### src/hw/modem_status_pkg.sv
/*
 * Constants and carrier types for the modem status, scratch and reset block
 * of one UART channel.
 * Assumes an APB master with 32-bit data and byte addresses on word bounds.
 */
package modem_status_pkg;

	// ************************************************************
	// Register byte offsets
	// ************************************************************
	localparam logic [7:0] OFF_INT_ENABLE  = 8'h04;
	localparam logic [7:0] OFF_INT_STATUS  = 8'h08;
	localparam logic [7:0] OFF_FIFO_CTRL   = 8'h08;
	localparam logic [7:0] OFF_LINE_CTRL   = 8'h0c;
	localparam logic [7:0] OFF_MODEM_CTRL  = 8'h10;
	localparam logic [7:0] OFF_LINE_STATUS = 8'h14;
	localparam logic [7:0] OFF_MODEM_STAT  = 8'h18;
	localparam logic [7:0] OFF_SCRATCH     = 8'h1c;
	localparam logic [7:0] OFF_EVT_STATUS  = 8'h20;
	localparam logic [7:0] OFF_EVT_MASK    = 8'h24;

	// ************************************************************
	// Reset values
	// ************************************************************
	localparam logic [7:0] RST_INT_ENABLE  = 8'h00;
	localparam logic [7:0] RST_INT_STATUS  = 8'h01;
	localparam logic [7:0] RST_LINE_CTRL   = 8'h00;
	localparam logic [7:0] RST_MODEM_CTRL  = 8'h00;
	localparam logic [7:0] RST_FIFO_CTRL   = 8'h00;
	localparam logic [7:0] RST_LINE_STATUS = 8'h60;
	localparam logic [7:0] RST_SCRATCH     = 8'h00;
	localparam logic [1:0] RST_EVT         = 2'h0;

	// ************************************************************
	// Modem control register fields
	// ************************************************************
	localparam int MC_DTR  = 0;
	localparam int MC_RTS  = 1;
	localparam int MC_OUT1 = 2;
	localparam int MC_OUT2 = 3;
	localparam int MC_LOOP = 4;
	localparam int MC_FLOW = 5;

	// Interrupt enable bit for modem status changes
	localparam int IE_MODEM = 3;

	// Event status fields
	localparam int EV_MODEM = 0;
	localparam int EV_HALT  = 1;

	// Active-low modem inputs, one bit each
	typedef struct packed {
		logic cd_n;
		logic ri_n;
		logic dsr_n;
		logic cts_n;
	} modem_pins_t;

	// Modem outputs of the channel, pin levels
	typedef struct packed {
		logic serial_tx;
		logic rts_n;
		logic dtr_n;
	} modem_outs_t;

endpackage : modem_status_pkg

### src/hw/modem_line_status.sv
/*
 * Modem status, scratch byte and reset state of one UART channel, with an
 * APB register slave, sticky event flags and one level interrupt.
 * Assumes the transmitter reports a character in progress on tx_busy and
 * obeys tx_halt only between characters; modem pins are asynchronous.
 */
`timescale 1ns/1ps

module modem_line_status
	import modem_status_pkg::*;
(
	input  wire logic        clk_sys,
	input  wire logic        sys_rst,
	input  wire logic        psel,
	input  wire logic        penable,
	input  wire logic        pwrite,
	input  wire logic [7:0]  paddr,
	input  wire logic [31:0] pwdata,
	output logic      [31:0] prdata,
	output logic             pready,
	output logic             pslverr,
	input  wire modem_pins_t modem_pins,
	input  wire logic        tx_line,
	input  wire logic        tx_busy,
	input  wire logic        rx_ready_in,
	input  wire logic        tx_ready_in,
	input  wire logic [4:0]  line_flags,
	output modem_outs_t      modem_outs,
	output logic             receive_ready_out,
	output logic             transmit_ready_out,
	output logic             tx_halt,
	output logic             irq
);

	// ************************************************************
	// Address decode
	// ************************************************************
	function automatic logic hit(input logic [7:0] addr, input logic [7:0] off);
		hit = (addr == off);
	endfunction : hit

	logic access;
	logic wr;
	logic rd;
	logic mapped;

	assign access = psel & penable;
	assign wr     = access & pwrite;
	assign rd     = access & ~pwrite;
	assign pready = 1'b1;

	always_comb
	begin
		mapped = hit(paddr, OFF_INT_ENABLE) | hit(paddr, OFF_INT_STATUS) |
			hit(paddr, OFF_LINE_CTRL) | hit(paddr, OFF_MODEM_CTRL) |
			hit(paddr, OFF_LINE_STATUS) | hit(paddr, OFF_MODEM_STAT) |
			hit(paddr, OFF_SCRATCH) | hit(paddr, OFF_EVT_STATUS) |
			hit(paddr, OFF_EVT_MASK) | hit(paddr, OFF_FIFO_CTRL);
	end

	assign pslverr = access & ~mapped;

	// ************************************************************
	// Control registers
	// ************************************************************
	logic [7:0] interrupt_enable_reg;
	logic [7:0] line_control_reg;
	logic [7:0] modem_control_reg;
	logic [7:0] fifo_control_reg;
	logic [7:0] scratch_byte;
	logic [1:0] evt_mask;

	always_ff @(posedge clk_sys)
	begin
		if (sys_rst)
		begin
			interrupt_enable_reg <= RST_INT_ENABLE;
			line_control_reg     <= RST_LINE_CTRL;
			modem_control_reg    <= RST_MODEM_CTRL;
			fifo_control_reg     <= RST_FIFO_CTRL;
		end
		else if (wr)
		begin
			if (hit(paddr, OFF_INT_ENABLE))
				interrupt_enable_reg <= pwdata[7:0];
			if (hit(paddr, OFF_LINE_CTRL))
				line_control_reg <= pwdata[7:0];
			if (hit(paddr, OFF_MODEM_CTRL))
				modem_control_reg <= pwdata[7:0];
			// Same offset as interrupt status; writes land here
			if (hit(paddr, OFF_FIFO_CTRL))
				fifo_control_reg <= pwdata[7:0];
		end
	end

	// Storage only, nothing reads it but the bus
	always_ff @(posedge clk_sys)
	begin
		if (sys_rst)
			scratch_byte <= RST_SCRATCH;
		else if (wr && hit(paddr, OFF_SCRATCH))
			scratch_byte <= pwdata[7:0];
	end

	always_ff @(posedge clk_sys)
	begin
		if (sys_rst)
			evt_mask <= RST_EVT;
		else if (wr && hit(paddr, OFF_EVT_MASK))
			evt_mask <= pwdata[1:0];
	end

	// ************************************************************
	// Modem input synchroniser
	// ************************************************************
	// Not reset, so the status nibble keeps tracking pins during reset
	modem_pins_t pins_meta;
	modem_pins_t pins_sync;

	always_ff @(posedge clk_sys)
	begin
		pins_meta <= modem_pins;
		pins_sync <= pins_meta;
	end

	// ************************************************************
	// Current modem status nibble
	// ************************************************************
	logic       loop_mode;
	logic [3:0] status_now;

	assign loop_mode = modem_control_reg[MC_LOOP];

	always_comb
	begin
		if (loop_mode)
		begin
			status_now[3] = modem_control_reg[MC_OUT2];
			status_now[2] = modem_control_reg[MC_OUT1];
			status_now[1] = modem_control_reg[MC_DTR];
			status_now[0] = modem_control_reg[MC_RTS];
		end
		else
		begin
			status_now[3] = ~pins_sync.cd_n;
			status_now[2] = ~pins_sync.ri_n;
			status_now[1] = ~pins_sync.dsr_n;
			status_now[0] = ~pins_sync.cts_n;
		end
	end

	// ************************************************************
	// Change detection
	// ************************************************************
	logic [3:0] status_prev;
	logic [3:0] change_now;
	logic [3:0] delta;
	logic       rd_modem_stat;

	assign rd_modem_stat = rd & hit(paddr, OFF_MODEM_STAT);

	// Synchroniser is not cleared by reset, so edges are ignored until
	// both stages and the previous copy hold real pin levels
	logic [1:0] primed;

	always_ff @(posedge clk_sys)
	begin
		if (sys_rst)
			primed <= 2'b00;
		else
			primed <= {primed[0], 1'b1};
	end

	// Previous value tracks in reset so release brings no false change
	always_ff @(posedge clk_sys)
	begin
		status_prev <= status_now;
	end

	genvar g;
	generate
		for (g = 0; g < 4; g++)
		begin : g_delta
			if (g == 2)
			begin : g_ring
				// Ring reports the rising edge only
				assign change_now[g] = primed[1] & status_now[g] & ~status_prev[g];
			end
			else
			begin : g_level
				assign change_now[g] = primed[1] & (status_now[g] ^ status_prev[g]);
			end

			// Set beats the read clear so no edge is lost
			always_ff @(posedge clk_sys)
			begin
				if (sys_rst)
					delta[g] <= 1'b0;
				else if (change_now[g])
					delta[g] <= 1'b1;
				else if (rd_modem_stat)
					delta[g] <= 1'b0;
			end
		end
	endgenerate

	logic [7:0] modem_line_status;
	assign modem_line_status = {status_now, delta};

	// ************************************************************
	// Interrupt identification
	// ************************************************************
	logic       modem_pending;
	logic [7:0] interrupt_status_reg;

	assign modem_pending = (|delta) & interrupt_enable_reg[IE_MODEM];

	// Modem status has the lowest priority code (all zero) and bit 0 low
	always_ff @(posedge clk_sys)
	begin
		if (sys_rst)
			interrupt_status_reg <= RST_INT_STATUS;
		else
			interrupt_status_reg <= {7'h00, ~modem_pending};
	end

	// ************************************************************
	// Line status
	// ************************************************************
	// Receive side flags come from the receiver; holding empty follows
	// tx_ready_in and shift empty sits high while tx_busy is low
	logic [7:0] line_status_reg;

	always_ff @(posedge clk_sys)
	begin
		if (sys_rst)
			line_status_reg <= RST_LINE_STATUS;
		else
			line_status_reg <= {1'b0, ~tx_busy, tx_ready_in, line_flags};
	end

	// ************************************************************
	// Clear-to-send flow control
	// ************************************************************
	// Decision is taken only between characters so a started one finishes
	logic halt_req;
	logic halt_rise;

	assign halt_req = modem_control_reg[MC_FLOW] & pins_sync.cts_n;

	always_ff @(posedge clk_sys)
	begin
		if (sys_rst)
			tx_halt <= 1'b0;
		else if (!tx_busy)
			tx_halt <= halt_req;
	end

	assign halt_rise = ~tx_busy & halt_req & ~tx_halt;

	// ************************************************************
	// Event flags and interrupt
	// ************************************************************
	logic [1:0] evt_set;
	logic [1:0] evt_status;
	logic       rd_evt;

	assign evt_set[EV_MODEM] = |change_now;
	assign evt_set[EV_HALT]  = halt_rise;
	assign rd_evt            = rd & hit(paddr, OFF_EVT_STATUS);

	always_ff @(posedge clk_sys)
	begin
		if (sys_rst)
			evt_status <= RST_EVT;
		else
			evt_status <= evt_set | (evt_status & {2{~rd_evt}});
	end

	always_ff @(posedge clk_sys)
	begin
		if (sys_rst)
			irq <= 1'b0;
		else
			irq <= |(evt_status & evt_mask);
	end

	// ************************************************************
	// Pin outputs
	// ************************************************************
	// Loop-back keeps the line idle and the handshake pins inactive
	always_ff @(posedge clk_sys)
	begin
		if (sys_rst)
		begin
			modem_outs.serial_tx <= 1'b1;
			modem_outs.rts_n     <= 1'b1;
			modem_outs.dtr_n     <= 1'b1;
			receive_ready_out    <= 1'b1;
			transmit_ready_out   <= 1'b0;
		end
		else
		begin
			modem_outs.serial_tx <= loop_mode | tx_line;
			modem_outs.rts_n     <= loop_mode | ~modem_control_reg[MC_RTS];
			modem_outs.dtr_n     <= loop_mode | ~modem_control_reg[MC_DTR];
			receive_ready_out    <= rx_ready_in;
			transmit_ready_out   <= tx_ready_in;
		end
	end

	// ************************************************************
	// Read data
	// ************************************************************
	always_comb
	begin
		prdata = 32'h0000_0000;
		if (rd)
		begin
			if (hit(paddr, OFF_INT_ENABLE))
				prdata[7:0] = interrupt_enable_reg;
			else if (hit(paddr, OFF_INT_STATUS))
				prdata[7:0] = interrupt_status_reg;
			else if (hit(paddr, OFF_LINE_CTRL))
				prdata[7:0] = line_control_reg;
			else if (hit(paddr, OFF_MODEM_CTRL))
				prdata[7:0] = modem_control_reg;
			else if (hit(paddr, OFF_LINE_STATUS))
				prdata[7:0] = line_status_reg;
			else if (hit(paddr, OFF_MODEM_STAT))
				prdata[7:0] = modem_line_status;
			else if (hit(paddr, OFF_SCRATCH))
				prdata[7:0] = scratch_byte;
			else if (hit(paddr, OFF_EVT_STATUS))
				prdata[1:0] = evt_status;
			else if (hit(paddr, OFF_EVT_MASK))
				prdata[1:0] = evt_mask;
		end
	end

	// fifo_control_reg is stored but drives no port or logic; it is
	// write-only here because its offset reads interrupt status
	logic unused_fifo;
	assign unused_fifo = ^fifo_control_reg;

endmodule : modem_line_status

### config.mk
export PLATFORM = sky130hd
export DESIGN_NAME = modem_line_status
export DESIGN_NICKNAME = d
export VERILOG_FILES = /design/src/hw/modem_status_pkg.sv /design/src/hw/modem_line_status.sv
export SDC_FILE = /design/constraint.sdc
export NUM_CORES = 1
export LEC_CHECK = 0
export BUFFER_PORTS_ARGS = -buffer_cell sky130_fd_sc_hd__buf_2
export CORE_MARGIN = 2
export CORE_UTILIZATION = 40
export CTS_CLUSTER_SIZE = 20
export DETAILED_ROUTE_END_ITERATION = 8
export PLACE_DENSITY = 0.65
export SETUP_SLACK_MARGIN = 0.15
export SLEW_MARGIN = 20
export SYNTH_ARGS = -nofsm -noshare
export SYNTH_HDL_FRONTEND = slang
export SYNTH_SLANG_ARGS = --single-unit
### constraint.sdc
create_clock -name clk_sys -period 2.49 [get_ports clk_sys]
set_clock_uncertainty 0.1 [all_clocks]
set_input_delay 0.249 -clock clk_sys [delete_from_list [all_inputs] [get_ports clk_sys]]
set_output_delay 0.249 -clock clk_sys [all_outputs]
set_load 0.03 [all_outputs]
==> impl_metrics.tcl <==
set metrics [dict create \
    synth-edff-count 0 \
    fp-row-count 32 \
    synth_fa_ha_area_share_pct 0 \
    setup_tns_ps 0 \
    synth_cells 360 \
    preCtsSetupSlack_ps 96.5 \
    ys_types 51 \
    synth_most_common_cell "dfxtp_1" \
    worst_ep_required_time_ps 2140 \
    leakagePower_nw 1.61 \
    pin_count 99 \
    portBuffers 49 \
    slew_headroom_pct 61.3 \
    worstMarginPinSlew_ps 576 \
    path_clk_slew_ps 70 \
    numClockSinks 69 \
    netlist_area_sq_um 3140 \
    syn_to_final_growth_pct 22.3 \
    first_iter_violations 221 \
    cts_max_level 3 \
    hold_viol 0 \
    synth-compound-area-share_pct 13.4 \
    diodes 0 \
    drc_errors 0 \
    synth_area_leaders "dfxtp_1 (44%), mux2i_1 (8.6%), buf_4 (6.0%)" \
    cts_tree "yes" \
    core_area_sq_um 7690 \
    layout-drive-gt1-share_pct 25.4 \
    clk_path_buf_depth 2 \
    synthSimpleGateAreaFrac_pct 22.2 \
    grt_use_total_pct 19.6 \
    final_antenna_net_count 0 \
    hold_start "line_flags[2]" \
    fin_crit_sh_pct 94.9 \
    hold_path.class "input port to register" \
    synth_top_family_by_area "simple AND/OR/NAND/NOR gates" \
    yosys_register_bits 69 \
    chipHeight_um 92.6 \
    worstSkewPairLatency_ps 340 \
    cp_data_arrival_time_ps 2010 \
    fp.dieW_um 92.6 \
    grt_setup_unrepaired "yes" \
    critPathKind "input port to primary output" \
    vias 2710 \
    synth_common_cells "dfxtp_1 (69), nand2_1 (36), nor2_1 (34)" \
    grt_max_degree 27 \
    synth_largest_area_cell "dfxtp_1" \
    grt.overflow.total 0 \
    synth-xor-area-share_pct 0.836 \
    setup.worst_path.start_class "input port" \
    powerDensity_nw_per_um2 567 \
    postSynthAreaPerCell_sq_um 8.73 \
    worstReg2RegStart "modem_control_reg[4]$_SDFFE_PP0P_" \
    drv_slew 0 \
    clock.fmax_ghz 0.423 \
    hpwl_mm 5.85 \
    synth_mux_area_share_pct 10.0 \
    maxCapViolations 0 \
    finalNetCount 486 \
    worst_slack_ps 127 \
    synth.top_cell.area_share_pct 44.0 \
    via_per_inst 5.07 \
    first_pass_iters 4 \
    ys_warn_count 0 \
    peakVddDrop_v 0.000365 \
    clk_root_buffer_cell "clkbuf_8" \
    gp_congestion 0.877 \
    crit_path_max_fanout 2 \
    cts_buffers 9 \
    setup-violations-final 0 \
    cp-startpoint "paddr[4]" \
    start_util_pct 40.9 \
    drt-wirelength-per-cell_um 14.9 \
    synth-seq-area-share_pct 44.0 \
    outcome "finished clean" \
    synth-main-ff-cell "dfxtp_1" \
    antenna_found_initial 0 \
    period_minus_slack_ps 2360 \
    async_flop_share_pct 0 \
    finalWirelength_mm 7.97 \
    worstSetupEndpointType "primary output" \
    grt_pass1_vias 2625 \
    die_area_sq_um 8580 \
    grt_pass1_wl_mm 12.9 \
]
[logic make-up (layout without fill, tap and decap cells)]
family	after synthesis	count (layout)
XOR/XNOR	3	3
flip-flops	69	69
multiplexers	30	30
AO/OA/AOI/OAI	65	65
AND/OR/NAND/NOR	141	141
buffers and inverters	50	100
other	2	25
[power breakdown]
part | switching [mW] | internal (mW)
combinational | 0.157 | 0.0774
clock | 0.419 | 0.388
sequential | 0.0116 | 1.13
[metrics by stage]
| stage | std cells | instance area, sq um | total power [mW] | utilization [%] | hold slack (ps) |
|---|---|---|---|---|---|
| 2_1_floorplan | 383 | 3240 | 1.34 | - | 177 |
| 3_3_place_gp | 511 | 3520 | 1.38 | 45.8 | 214 |
| 3_5_place_dp | 511 | 3520 | 1.38 | 45.8 | 212 |
| 4_1_cts | 534 | 3810 | 2.20 | 49.5 | 2.01 |
| 5_1_grt | 535 | 3840 | 2.27 | 50.0 | 7.07 |
| 6_report | 535 | 3840 | 2.18 | 50.0 | 11.2 |
[critical path, stage by stage]
cell	delay (ps)
buf_6	90
or4_4	530
or3_4	390
a21o_1	180
a32o_1	210
a41o_1	220
buf_6	140
[repair_timing]
action | 4_1_cts | 5_1_grt
hold buffers | 7 | 0
resized for setup | 10 | 8
setup buffers | 0 | 1
endpoints found under the hold margin | 7 | 0
setup endpoints to repair | 4 | 6
[cell type report]
cell class / count / area [sq um]
fillers: 770 / 3840
multi-input cells: 264 / 1600
flip-flops and latches: 69 / 1390
repair buffers: 79 / 531
clock buffers: 11 / 141
well taps: 102 / 128
clock inverters: 5 / 36.3
inverters: 5 / 18.8
[cell usage in the layout (no fill, tap or decap), types with 3 or more instances in the layout]
master and count:
nand2_1 36, dfxtp_1 68, a22oi_1 7, dlygate4sd3_1 7, nor3_1 6, mux2i_1 26
or3_1 3, o21ai_0 6, or2_2 5, nor2_1 34, and3_1 3, nand3_1 25
buf_6 4, clkbuf_8 10, a31oi_1 5, buf_4 24, clkinvlp_4 3, a21oi_1 25
buf_2 43, conb_1 25, inv_1 5, xor2_1 3, nor2b_1 11
[worst paths after layout]
check	to	cells after the start	slack [ps]
max	prdata[1]	7	130
min	line_status_reg[2]$_SDFF_PP0_	2	10
max reg2reg	evt_status[0]$_SDFF_PP0_	6	680
min reg2reg	pins_sync[2]$_DFF_P_	0	230
[per-layer routing]
metal  global-route usage (%)  wire, um  part of all wire [%]  vias to the layer above
met5                        0         0                     0                        -
li1                         -         -                     -                     1346
met1                     25.6      3750                    47                     1266
met4                     6.25       127                   1.6                        0
met2                     32.1      3650                    46                       89
met3                     4.64       451                   5.7                        9
No activity file was read; power rests on OpenSTA's default activity.
